<file path="config.mk">
export PLATFORM = sky130hd
export DESIGN_NAME = tcv_timer_regs
export DESIGN_NICKNAME = d
export VERILOG_FILES = /design/src/tcv_pkg.sv /design/src/tcv_timer_regs.sv
export SDC_FILE = /design/constraint.sdc
export NUM_CORES = 1
export LEC_CHECK = 0
export BUFFER_PORTS_ARGS = -buffer_cell sky130_fd_sc_hd__buf_4
export CORE_AREA = 2 2 162 164
export CTS_CLUSTER_DIAMETER = 200
export CTS_CLUSTER_SIZE = 28
export DETAILED_ROUTE_END_ITERATION = 16
export DIE_AREA = 0 0 164 166
export GPL_TIMING_DRIVEN = 0
export PLACE_DENSITY_LB_ADDON = 0.25
export SYNTH_ARGS = -nofsm -noshare
export SYNTH_HDL_FRONTEND = slang
export SYNTH_SLANG_ARGS = --single-unit
</file>
<file path="constraint.sdc">
create_clock -name clk -period 1.8 [get_ports clk]
set_clock_uncertainty 0.2 [all_clocks]
set_input_delay 0.18 -clock clk [delete_from_list [all_inputs] [get_ports clk]]
set_output_delay 0.18 -clock clk [all_outputs]
set_load 0.01 [all_outputs]
</file>
<file path="src/tcv_pkg.sv">
package tcv_pkg;

    // ==========================================================
    // Register map (byte addresses)
    localparam logic [7:0] CHAN_VALUE_BASE_OFS = 8'h10;
    localparam logic [7:0] CHAN_VALUE_STRIDE   = 8'h08;
    localparam logic [7:0] FLAG_SUMMARY_OFS    = 8'h50;
    localparam logic [7:0] TIMER_CONFIG_OFS    = 8'h54;
    localparam logic [7:0] IRQ_MASK_OFS        = 8'h58;
    localparam logic [7:0] CHAN_MODE_OFS       = 8'h5C;

    // ==========================================================
    // Field positions
    localparam int VALUE_MSB        = 15;
    localparam int OVERFLOW_BIT     = 8;
    localparam int RELOAD_TRIG_BIT  = 18;
    localparam int TRIG_SEL_LSB     = 24;
    localparam int TRIG_SEL_MSB     = 27;
    localparam int NUM_CHAN         = 6;

    // ==========================================================
    // Reset values
    localparam logic [15:0] VALUE_RESET  = 16'h0000;
    localparam logic [31:0] CONFIG_RESET = 32'h0000_0000;
    localparam logic [8:0]  MASK_RESET   = 9'h000;

    // Writable bits of the configuration register
    localparam logic [31:0] CONFIG_WMASK = 32'h0F04_0000;
    // Status bits that exist
    localparam logic [31:0] STATUS_MASK  = 32'h0000_013F;

    // ==========================================================
    // Channel mode, two bits per channel in the mode register
    typedef enum logic [1:0] {
        TCV_MODE_OFF     = 2'h0,
        TCV_MODE_CAPTURE = 2'h1,
        TCV_MODE_COMPARE = 2'h2
    } tcv_mode_t;

    // Event inputs grouped together
    typedef struct packed {
        logic                overflow;
        logic [NUM_CHAN-1:0] chan;
    } tcv_events_t;

    // Reload request toward the counter
    typedef struct packed {
        logic       reload;
        logic [3:0] trigSel;
    } tcv_trig_t;

endpackage

</file>
<file path="src/tcv_timer_regs.sv">
// Notes on behaviour
// - Capture-mode channel ignores bus writes to its value register.
// - Compare-mode value write lands in a per-channel buffer, moved on update.
// - Value register holds 16-bit capture or match value; upper bits read zero.
// - Value register i decodes at 10h plus 8 times i.
// - Status bits 5..0 mirror the six channel event flags.
// - Status bit 8 mirrors overflow; bits 31..9 and 7..6 read zero.
// - A channel event sets that channel's flag.
// - Writing one clears a flag, writing zero leaves it.
// - Event coinciding with a clearing write keeps the flag set.
// - Flag kept set keeps its interrupt request asserted.
// - Configuration bits 27..24 select the trigger source.
// - With reload bit 18 set, trigger rising edge zeroes counter, resets outputs.
// - With reload bit clear, trigger edges do not reload.
// - Trigger ignored while counter paused in debug or doze.
module tcv_timer_regs
    import tcv_pkg::*;
#(
    parameter int NUM_TRIG = 16
)(
    input  wire logic                  clk,
    input  wire logic                  resetn,
    input  wire logic [7:0]            paddr,
    input  wire logic                  psel,
    input  wire logic                  penable,
    input  wire logic                  pwrite,
    input  wire logic [31:0]           pwdata,
    input  wire logic [3:0]            pstrb,
    output logic      [31:0]           prdata,
    output logic                       pready,
    output logic                       pslverr,
    input  wire tcv_events_t           events,
    input  wire logic [NUM_CHAN*16-1:0] captureValues,
    input  wire logic [NUM_CHAN-1:0]   valueUpdate,
    input  wire logic [NUM_TRIG-1:0]   trigIn,
    input  wire logic                  counterPaused,
    output logic [NUM_CHAN*16-1:0]     activeValues,
    output tcv_trig_t                  trigOut,
    output logic [NUM_CHAN*2-1:0]      chanModes,
    output logic                       irq
);

    // Refused at elaboration: the selector is only four bits wide
    if (NUM_TRIG < 1 || NUM_TRIG > 16)
    begin : g_badTrigCount
        $error("NUM_TRIG must be 1 to 16");
    end

    // ==========================================================
    // Address decode
    function automatic logic isValueAddr(input logic [7:0] a, input int i);
        return a == 8'(CHAN_VALUE_BASE_OFS + CHAN_VALUE_STRIDE * i);
    endfunction

    wire logic access     = psel && penable;
    wire logic wrAccess   = access && pwrite;
    wire logic fullWord   = pstrb == 4'hF;
    wire logic hitStatus  = paddr == FLAG_SUMMARY_OFS;
    wire logic hitConfig  = paddr == TIMER_CONFIG_OFS;
    wire logic hitMask    = paddr == IRQ_MASK_OFS;
    wire logic hitMode    = paddr == CHAN_MODE_OFS;
    logic [NUM_CHAN-1:0] hitValue;
    logic                hitAny;

    always_comb
    begin
        for (int i = 0; i < NUM_CHAN; i++)
            hitValue[i] = isValueAddr(paddr, i);
        hitAny = (|hitValue) || hitStatus || hitConfig || hitMask || hitMode;
    end

    // ==========================================================
    // Registers
    logic [15:0]         valueBuf_reg [NUM_CHAN];
    logic [15:0]         value_reg    [NUM_CHAN];
    logic [NUM_CHAN-1:0] bufPending_reg;
    logic [NUM_CHAN-1:0] chanFlag_reg;
    logic                overflowFlag_reg;
    logic [31:0]         config_reg;
    logic [8:0]          mask_reg;
    logic [NUM_CHAN*2-1:0] mode_reg;
    logic [31:0]         prdata_reg;
    logic                pready_reg;
    logic                pslverr_reg;
    logic                irq_reg;
    logic [1:0]          trigSync_reg;
    logic                trigPrev_reg;
    tcv_trig_t           trigOut_reg;

    // ==========================================================
    // Channel value registers
    logic [NUM_CHAN-1:0] chanCapture;
    logic [NUM_CHAN-1:0] chanCompare;
    logic [NUM_CHAN-1:0] valueWrite;

    always_comb
    begin
        for (int i = 0; i < NUM_CHAN; i++)
        begin
            chanCapture[i] = tcv_mode_t'(mode_reg[2*i +: 2]) == TCV_MODE_CAPTURE;
            chanCompare[i] = tcv_mode_t'(mode_reg[2*i +: 2]) == TCV_MODE_COMPARE;
            // Partial writes are dropped; software must write whole words
            valueWrite[i]  = wrAccess && hitValue[i] && fullWord;
        end
    end

    always_ff @(posedge clk or negedge resetn)
    begin
        if (!resetn)
        begin
            for (int i = 0; i < NUM_CHAN; i++)
            begin
                valueBuf_reg[i] <= VALUE_RESET;
                value_reg[i]    <= VALUE_RESET;
            end
            bufPending_reg <= '0;
        end
        else
        begin
            for (int i = 0; i < NUM_CHAN; i++)
            begin
                if (chanCapture[i] && events.chan[i])
                    value_reg[i] <= captureValues[16*i +: 16];
                else if (valueUpdate[i] && bufPending_reg[i])
                    value_reg[i] <= valueBuf_reg[i];
                if (valueWrite[i] && chanCompare[i])
                begin
                    valueBuf_reg[i]   <= pwdata[VALUE_MSB:0];
                    bufPending_reg[i] <= 1'b1;
                end
                else if (valueUpdate[i])
                    bufPending_reg[i] <= 1'b0;
                // Capture mode: write falls through untouched
            end
        end
    end

    // ==========================================================
    // Event flags
    wire logic statusWr = wrAccess && hitStatus && fullWord;
    wire logic [NUM_CHAN-1:0] clearChan = statusWr ? pwdata[NUM_CHAN-1:0] : '0;
    wire logic clearOvf = statusWr && pwdata[OVERFLOW_BIT];
    // Set beats clear so a fresh event is never lost
    wire logic [NUM_CHAN-1:0] chanFlag_next =
        events.chan | (chanFlag_reg & ~clearChan);
    wire logic overflowFlag_next = events.overflow | (overflowFlag_reg & ~clearOvf);

    always_ff @(posedge clk or negedge resetn)
    begin
        if (!resetn)
        begin
            chanFlag_reg     <= '0;
            overflowFlag_reg <= 1'b0;
        end
        else
        begin
            chanFlag_reg     <= chanFlag_next;
            overflowFlag_reg <= overflowFlag_next;
        end
    end

    wire logic [31:0] statusWord = {23'h0, overflowFlag_reg, 2'h0, chanFlag_reg};

    // ==========================================================
    // Configuration, mask, mode
    always_ff @(posedge clk or negedge resetn)
    begin
        if (!resetn)
        begin
            config_reg <= CONFIG_RESET;
            mask_reg   <= MASK_RESET;
            mode_reg   <= '0;
        end
        else
        begin
            if (wrAccess && hitConfig && fullWord)
                config_reg <= pwdata & CONFIG_WMASK;
            if (wrAccess && hitMask && fullWord)
                mask_reg <= pwdata[8:0] & STATUS_MASK[8:0];
            if (wrAccess && hitMode && fullWord)
                mode_reg <= pwdata[NUM_CHAN*2-1:0];
        end
    end

    // ==========================================================
    // Interrupt: uses next flag value so a set/clear race keeps it high
    wire logic irq_next = |({overflowFlag_next, 2'b00, chanFlag_next} & mask_reg);

    // ==========================================================
    // Trigger path
    wire logic [3:0] trigSel  = config_reg[TRIG_SEL_MSB:TRIG_SEL_LSB];
    // Selecting a source at or above NUM_TRIG reads as a quiet input
    wire logic trigSelected   = (32'(trigSel) < NUM_TRIG) ? trigIn[trigSel] : 1'b0;
    wire logic trigRise       = trigSync_reg[1] && !trigPrev_reg;
    wire logic reloadEnable   = config_reg[RELOAD_TRIG_BIT];
    wire logic reload_next    = trigRise && reloadEnable && !counterPaused;

    always_ff @(posedge clk or negedge resetn)
    begin
        if (!resetn)
        begin
            trigSync_reg <= 2'b00;
            trigPrev_reg <= 1'b0;
            trigOut_reg  <= '0;
            irq_reg      <= 1'b0;
        end
        else
        begin
            trigSync_reg <= {trigSync_reg[0], trigSelected};
            trigPrev_reg <= trigSync_reg[1];
            trigOut_reg  <= '{reload: reload_next, trigSel: trigSel};
            irq_reg      <= irq_next;
        end
    end

    // ==========================================================
    // APB read and answer: one wait-free access phase
    logic [31:0] readMux;

    always_comb
    begin
        readMux = 32'h0;
        for (int i = 0; i < NUM_CHAN; i++)
            if (hitValue[i])
                readMux = {16'h0, value_reg[i]};
        if (hitStatus)
            readMux = statusWord;
        if (hitConfig)
            readMux = config_reg;
        if (hitMask)
            readMux = {23'h0, mask_reg};
        if (hitMode)
            readMux = {{(32 - NUM_CHAN*2){1'b0}}, mode_reg};
    end

    always_ff @(posedge clk or negedge resetn)
    begin
        if (!resetn)
        begin
            prdata_reg  <= 32'h0;
            pready_reg  <= 1'b0;
            pslverr_reg <= 1'b0;
        end
        else
        begin
            pready_reg  <= psel && !penable && !pready_reg;
            pslverr_reg <= psel && !penable && !hitAny;
            prdata_reg  <= (psel && !penable && !pwrite) ? readMux : 32'h0;
        end
    end

    // ==========================================================
    // Outputs
    always_comb
    begin
        for (int i = 0; i < NUM_CHAN; i++)
            activeValues[16*i +: 16] = value_reg[i];
    end

    assign prdata    = prdata_reg;
    assign pready    = pready_reg;
    assign pslverr   = pslverr_reg;
    assign irq       = irq_reg;
    assign trigOut   = trigOut_reg;
    assign chanModes = mode_reg;

endmodule
</file>
==> results by group <==
Yosys
  • Synth unique cells: 61
  • Top post-synthesis cells by area: dfrtp_1 (54%), mux2_2 (12%), mux2i_1 (9.5%), a21oi_1 (4.8%), nor2_1 (3.6%)
  • Mean post-synth cell area: between 10 and 15 sq um
  • Post-synth top area share: 0.543
  • Post-synth top flop: dfrtp_1
  • Synth Cell Area: about 12000 sq um
  • Seq/Total Area, Yosys: 0.543
  • Yosys top cell by area: dfrtp_1
  • Number of synthesized flops with an enable pin: 0
  • #FFs+latches synth: 261
  • Mapped Cells: roughly 1000
  • Fraction of registers with async set/reset: 1.00
  • Ys Warns: 0

Final layout
  • Design Area, Final: 17000 sq um
  • # fillers: about 2000
  • Commonest non-fill, non-tap cells in the layout: buf_4 (331), dfrtp_1 (260), dlygate4sd3_1 (133)
  • Layout cells sized above 1: 0.378
  • Register area: 6530 sq um
  • Non-Filler Instances: 1846
  • Layout Utilization: 0.664
  • Final nets: between 1500 and 2000
  • Commonest non-fill, non-tap cell in the layout: buf_4
  • Antenna Cells: 0
  • Area of the multi-input gates: 5330 sq um
  • Area grow syn2layout: 41.4%

Placement
  • Final RePlAce weighted congestion: slightly above 0.9
  • Placed insts: about 1700
  • Cell area after placement: approximately 15000 sq um
  • DPL Wire Length: 29.9 mm
  • Buffers on Ports: 294

Flow run
  • Max Cap Viol: 0

Clock tree
  • Clock root buffer: clkbuf_16
  • CTS tree: built
  • Max H-tree Level: 1
  • Clk Latency, worst-skew pair: roughly 0.51 ns
  • CTS clk-pin slew, worst paths: approximately 0.11 ns
  • Clock buffer count from CTS: 13
  • Worst-case clock buffer depth: 3
  • Sink Count: roughly 260

Setup path
  • Critical Path RT: a little under 2 ns
  • CP max-delay cell: mux4_2
  • Delay-heaviest family, CP: multiplexers
  • Startpoint Class: flop
  • Crit Path Category: flop to flop
  • Buf/Inv on CP: 1
  • Crit-path most repeated cell: mux4_2
  • Critical Path End Type: flop
  • Worst Path Arrival: around 2 ns
  • Cell Chain, Critical Path: buf_8, mux4_2, mux4_2
  • Worst Path Max Fanout: 5
  • CP max stage delay: ~0.49 ns

GRT
  • Total GRT Usage: 0.303
  • Busiest grt layer: met2
  • Initial antenna violation count: 0
  • Met2 usage: 0.498
  • Met1 usage: 0.421
  • GR Layer Usage met3: 0.0377
  • Vias in the first global route: between 10000 and 15000
  • First-pass GRT wire length: about 62 mm
  • GRT overflow: 0
  • Largest net degree at the start of global routing: ~110

Detailed routing
  • Vias: around 10000
  • Routed Antenna Nets: 0
  • Via density: 5.61
  • Drt pass-1 iters: 5
  • DRT iter0 DRCs: 823
  • DRT Wirelength: about 42 mm
  • Remaining DRCs: 0
  • WL per Instance: roughly 23 microns

Timing
  • RSZ-0062 raised after global routing: yes
  • Tcrit/Tclk final: 1.02
  • Slew headroom: 0.443
  • Slew @ Worst Pin: ~0.84 ns
  • Final WS setup: -0.0318 ns
  • Minimum clock period: roughly 1.8 ns
  • Final hold violations: 0
  • Final max-slew violation count: 0
  • Max Clk Rate: 0.546 GHz
  • Fin Setup TNS: -0.0318 ns
  • Final setup violation count: 1

Min path
  • HP Class: input port to flop

Floorplanning
  • Core Footprint: roughly 26000 sq um
  • Cell Rows: 59
  • # IOs: 323
  • Chip height: about 170 microns
  • Initial Utilization: 0.470
  • Die area: 27200 sq um
  • Die X: ~160 microns

Status
  • Outcome: finished, violations left
  • Failing checks: setup timing

Power
  • PD cells: 610 nW/um^2
  • Peak supply drop: between 700 and 800 uV
  • Leakage power: slightly above 0.009 uW
  • Pwr Total: 10400 uW
[cell type report]
cell class	instances	area share
sequential	261	0.384
multi-input combinational	696	0.313
timing repair buffer	457	0.226
buffer	67	0.0280
tap	335	0.0246
clock buffer	13	0.0191
inverter	15	0.00331
clock inverter	2	0.00169
[cells by family after synthesis]
kind of cell           count (synthesis)  share of synthesized area
AND/OR/NAND/NOR                      237                      0.105
multiplexers                         244                      0.221
flip-flops                           261                      0.543
AO/OA/AOI/OAI                        204                     0.0983
buffers and inverters                 84                     0.0320
other                                  1                   0.000312
[per-layer routing]
layer  vias to the layer above  wire [microns]
met2                       425           20100
met3                        78            2500
met5                         -               0
li1                       4626               -
met4                         0            1470
met1                      5227           17700
[synthesized netlist by cell type, types with 6 or more instances]
cell        n
nand2b_1    6
a21oi_1   116
buf_2      14
dfrtp_1   261
mux2i_1   114
mux2_2    125
buf_4      12
nand2_1    43
and2_1      7
clkbuf_1   38
nand3_1     7
nand3b_1    6
inv_1      15
a22oi_1     9
nor2_1    114
o22ai_1    11
and3_1      7
o21ai_0    30
nor3_1     10
[stage by stage]
step,worst slack (ns),hold slack [ns]
after floorplan,-0.285,-0.316
after global placement,-1.82,0.136
after detailed placement,-0.865,0.0124
after CTS,-0.0396,0.0142
after global routing,-0.0709,0.0530
final,-0.0318,0.0234
[where the power goes]
group | internal, uW | switching [uW] | total, uW
Combinational | 589 | 535 | 1120
Clock | 1360 | 1950 | 3310
Sequential | 5900 | 44.8 | 5950
[final timing paths]
kind / startpoint / to / slack (ns) / depth (start not counted)
setup reg to reg: config_reg[24]$_DFFE_PN0P_ / trigSync_reg[0]$_DFF_PN0_ / -0.03 / 3
hold / removal: paddr[3] / prdata[1]$_DFF_PN0_ / 0.02 / 5
setup / recovery: config_reg[24]$_DFFE_PN0P_ / trigSync_reg[0]$_DFF_PN0_ / -0.03 / 3
hold reg to reg: trigSync_reg[0]$_DFF_PN0_ / trigSync_reg[1]$_DFF_PN0_ / 0.19 / 0
min in group asynchronous: resetn / activeValues[5]$_DFFE_PN0P_ / 0.05 / 2
max in group asynchronous: resetn / activeValues[70]$_DFFE_PN0P_ / 0.40 / 3
[worst register-to-register path, cell delays in order (launching register included)]
cell and delay, ns:
dfrtp_1 0.39, buf_8 0.13, mux4_2 0.50, mux4_2 0.48
[repair_timing]
action / in CTS / in global routing
gates resized for setup: 38 / 55
hold buffers: 133 / 0
endpoints found under the hold margin: 338 / 0
pin swaps: 9 / 8
setup buffers: 14 / 12
cloned: 1 / 1
setup endpoints to repair: 138 / 146
Power figures use the tool's default switching activity.
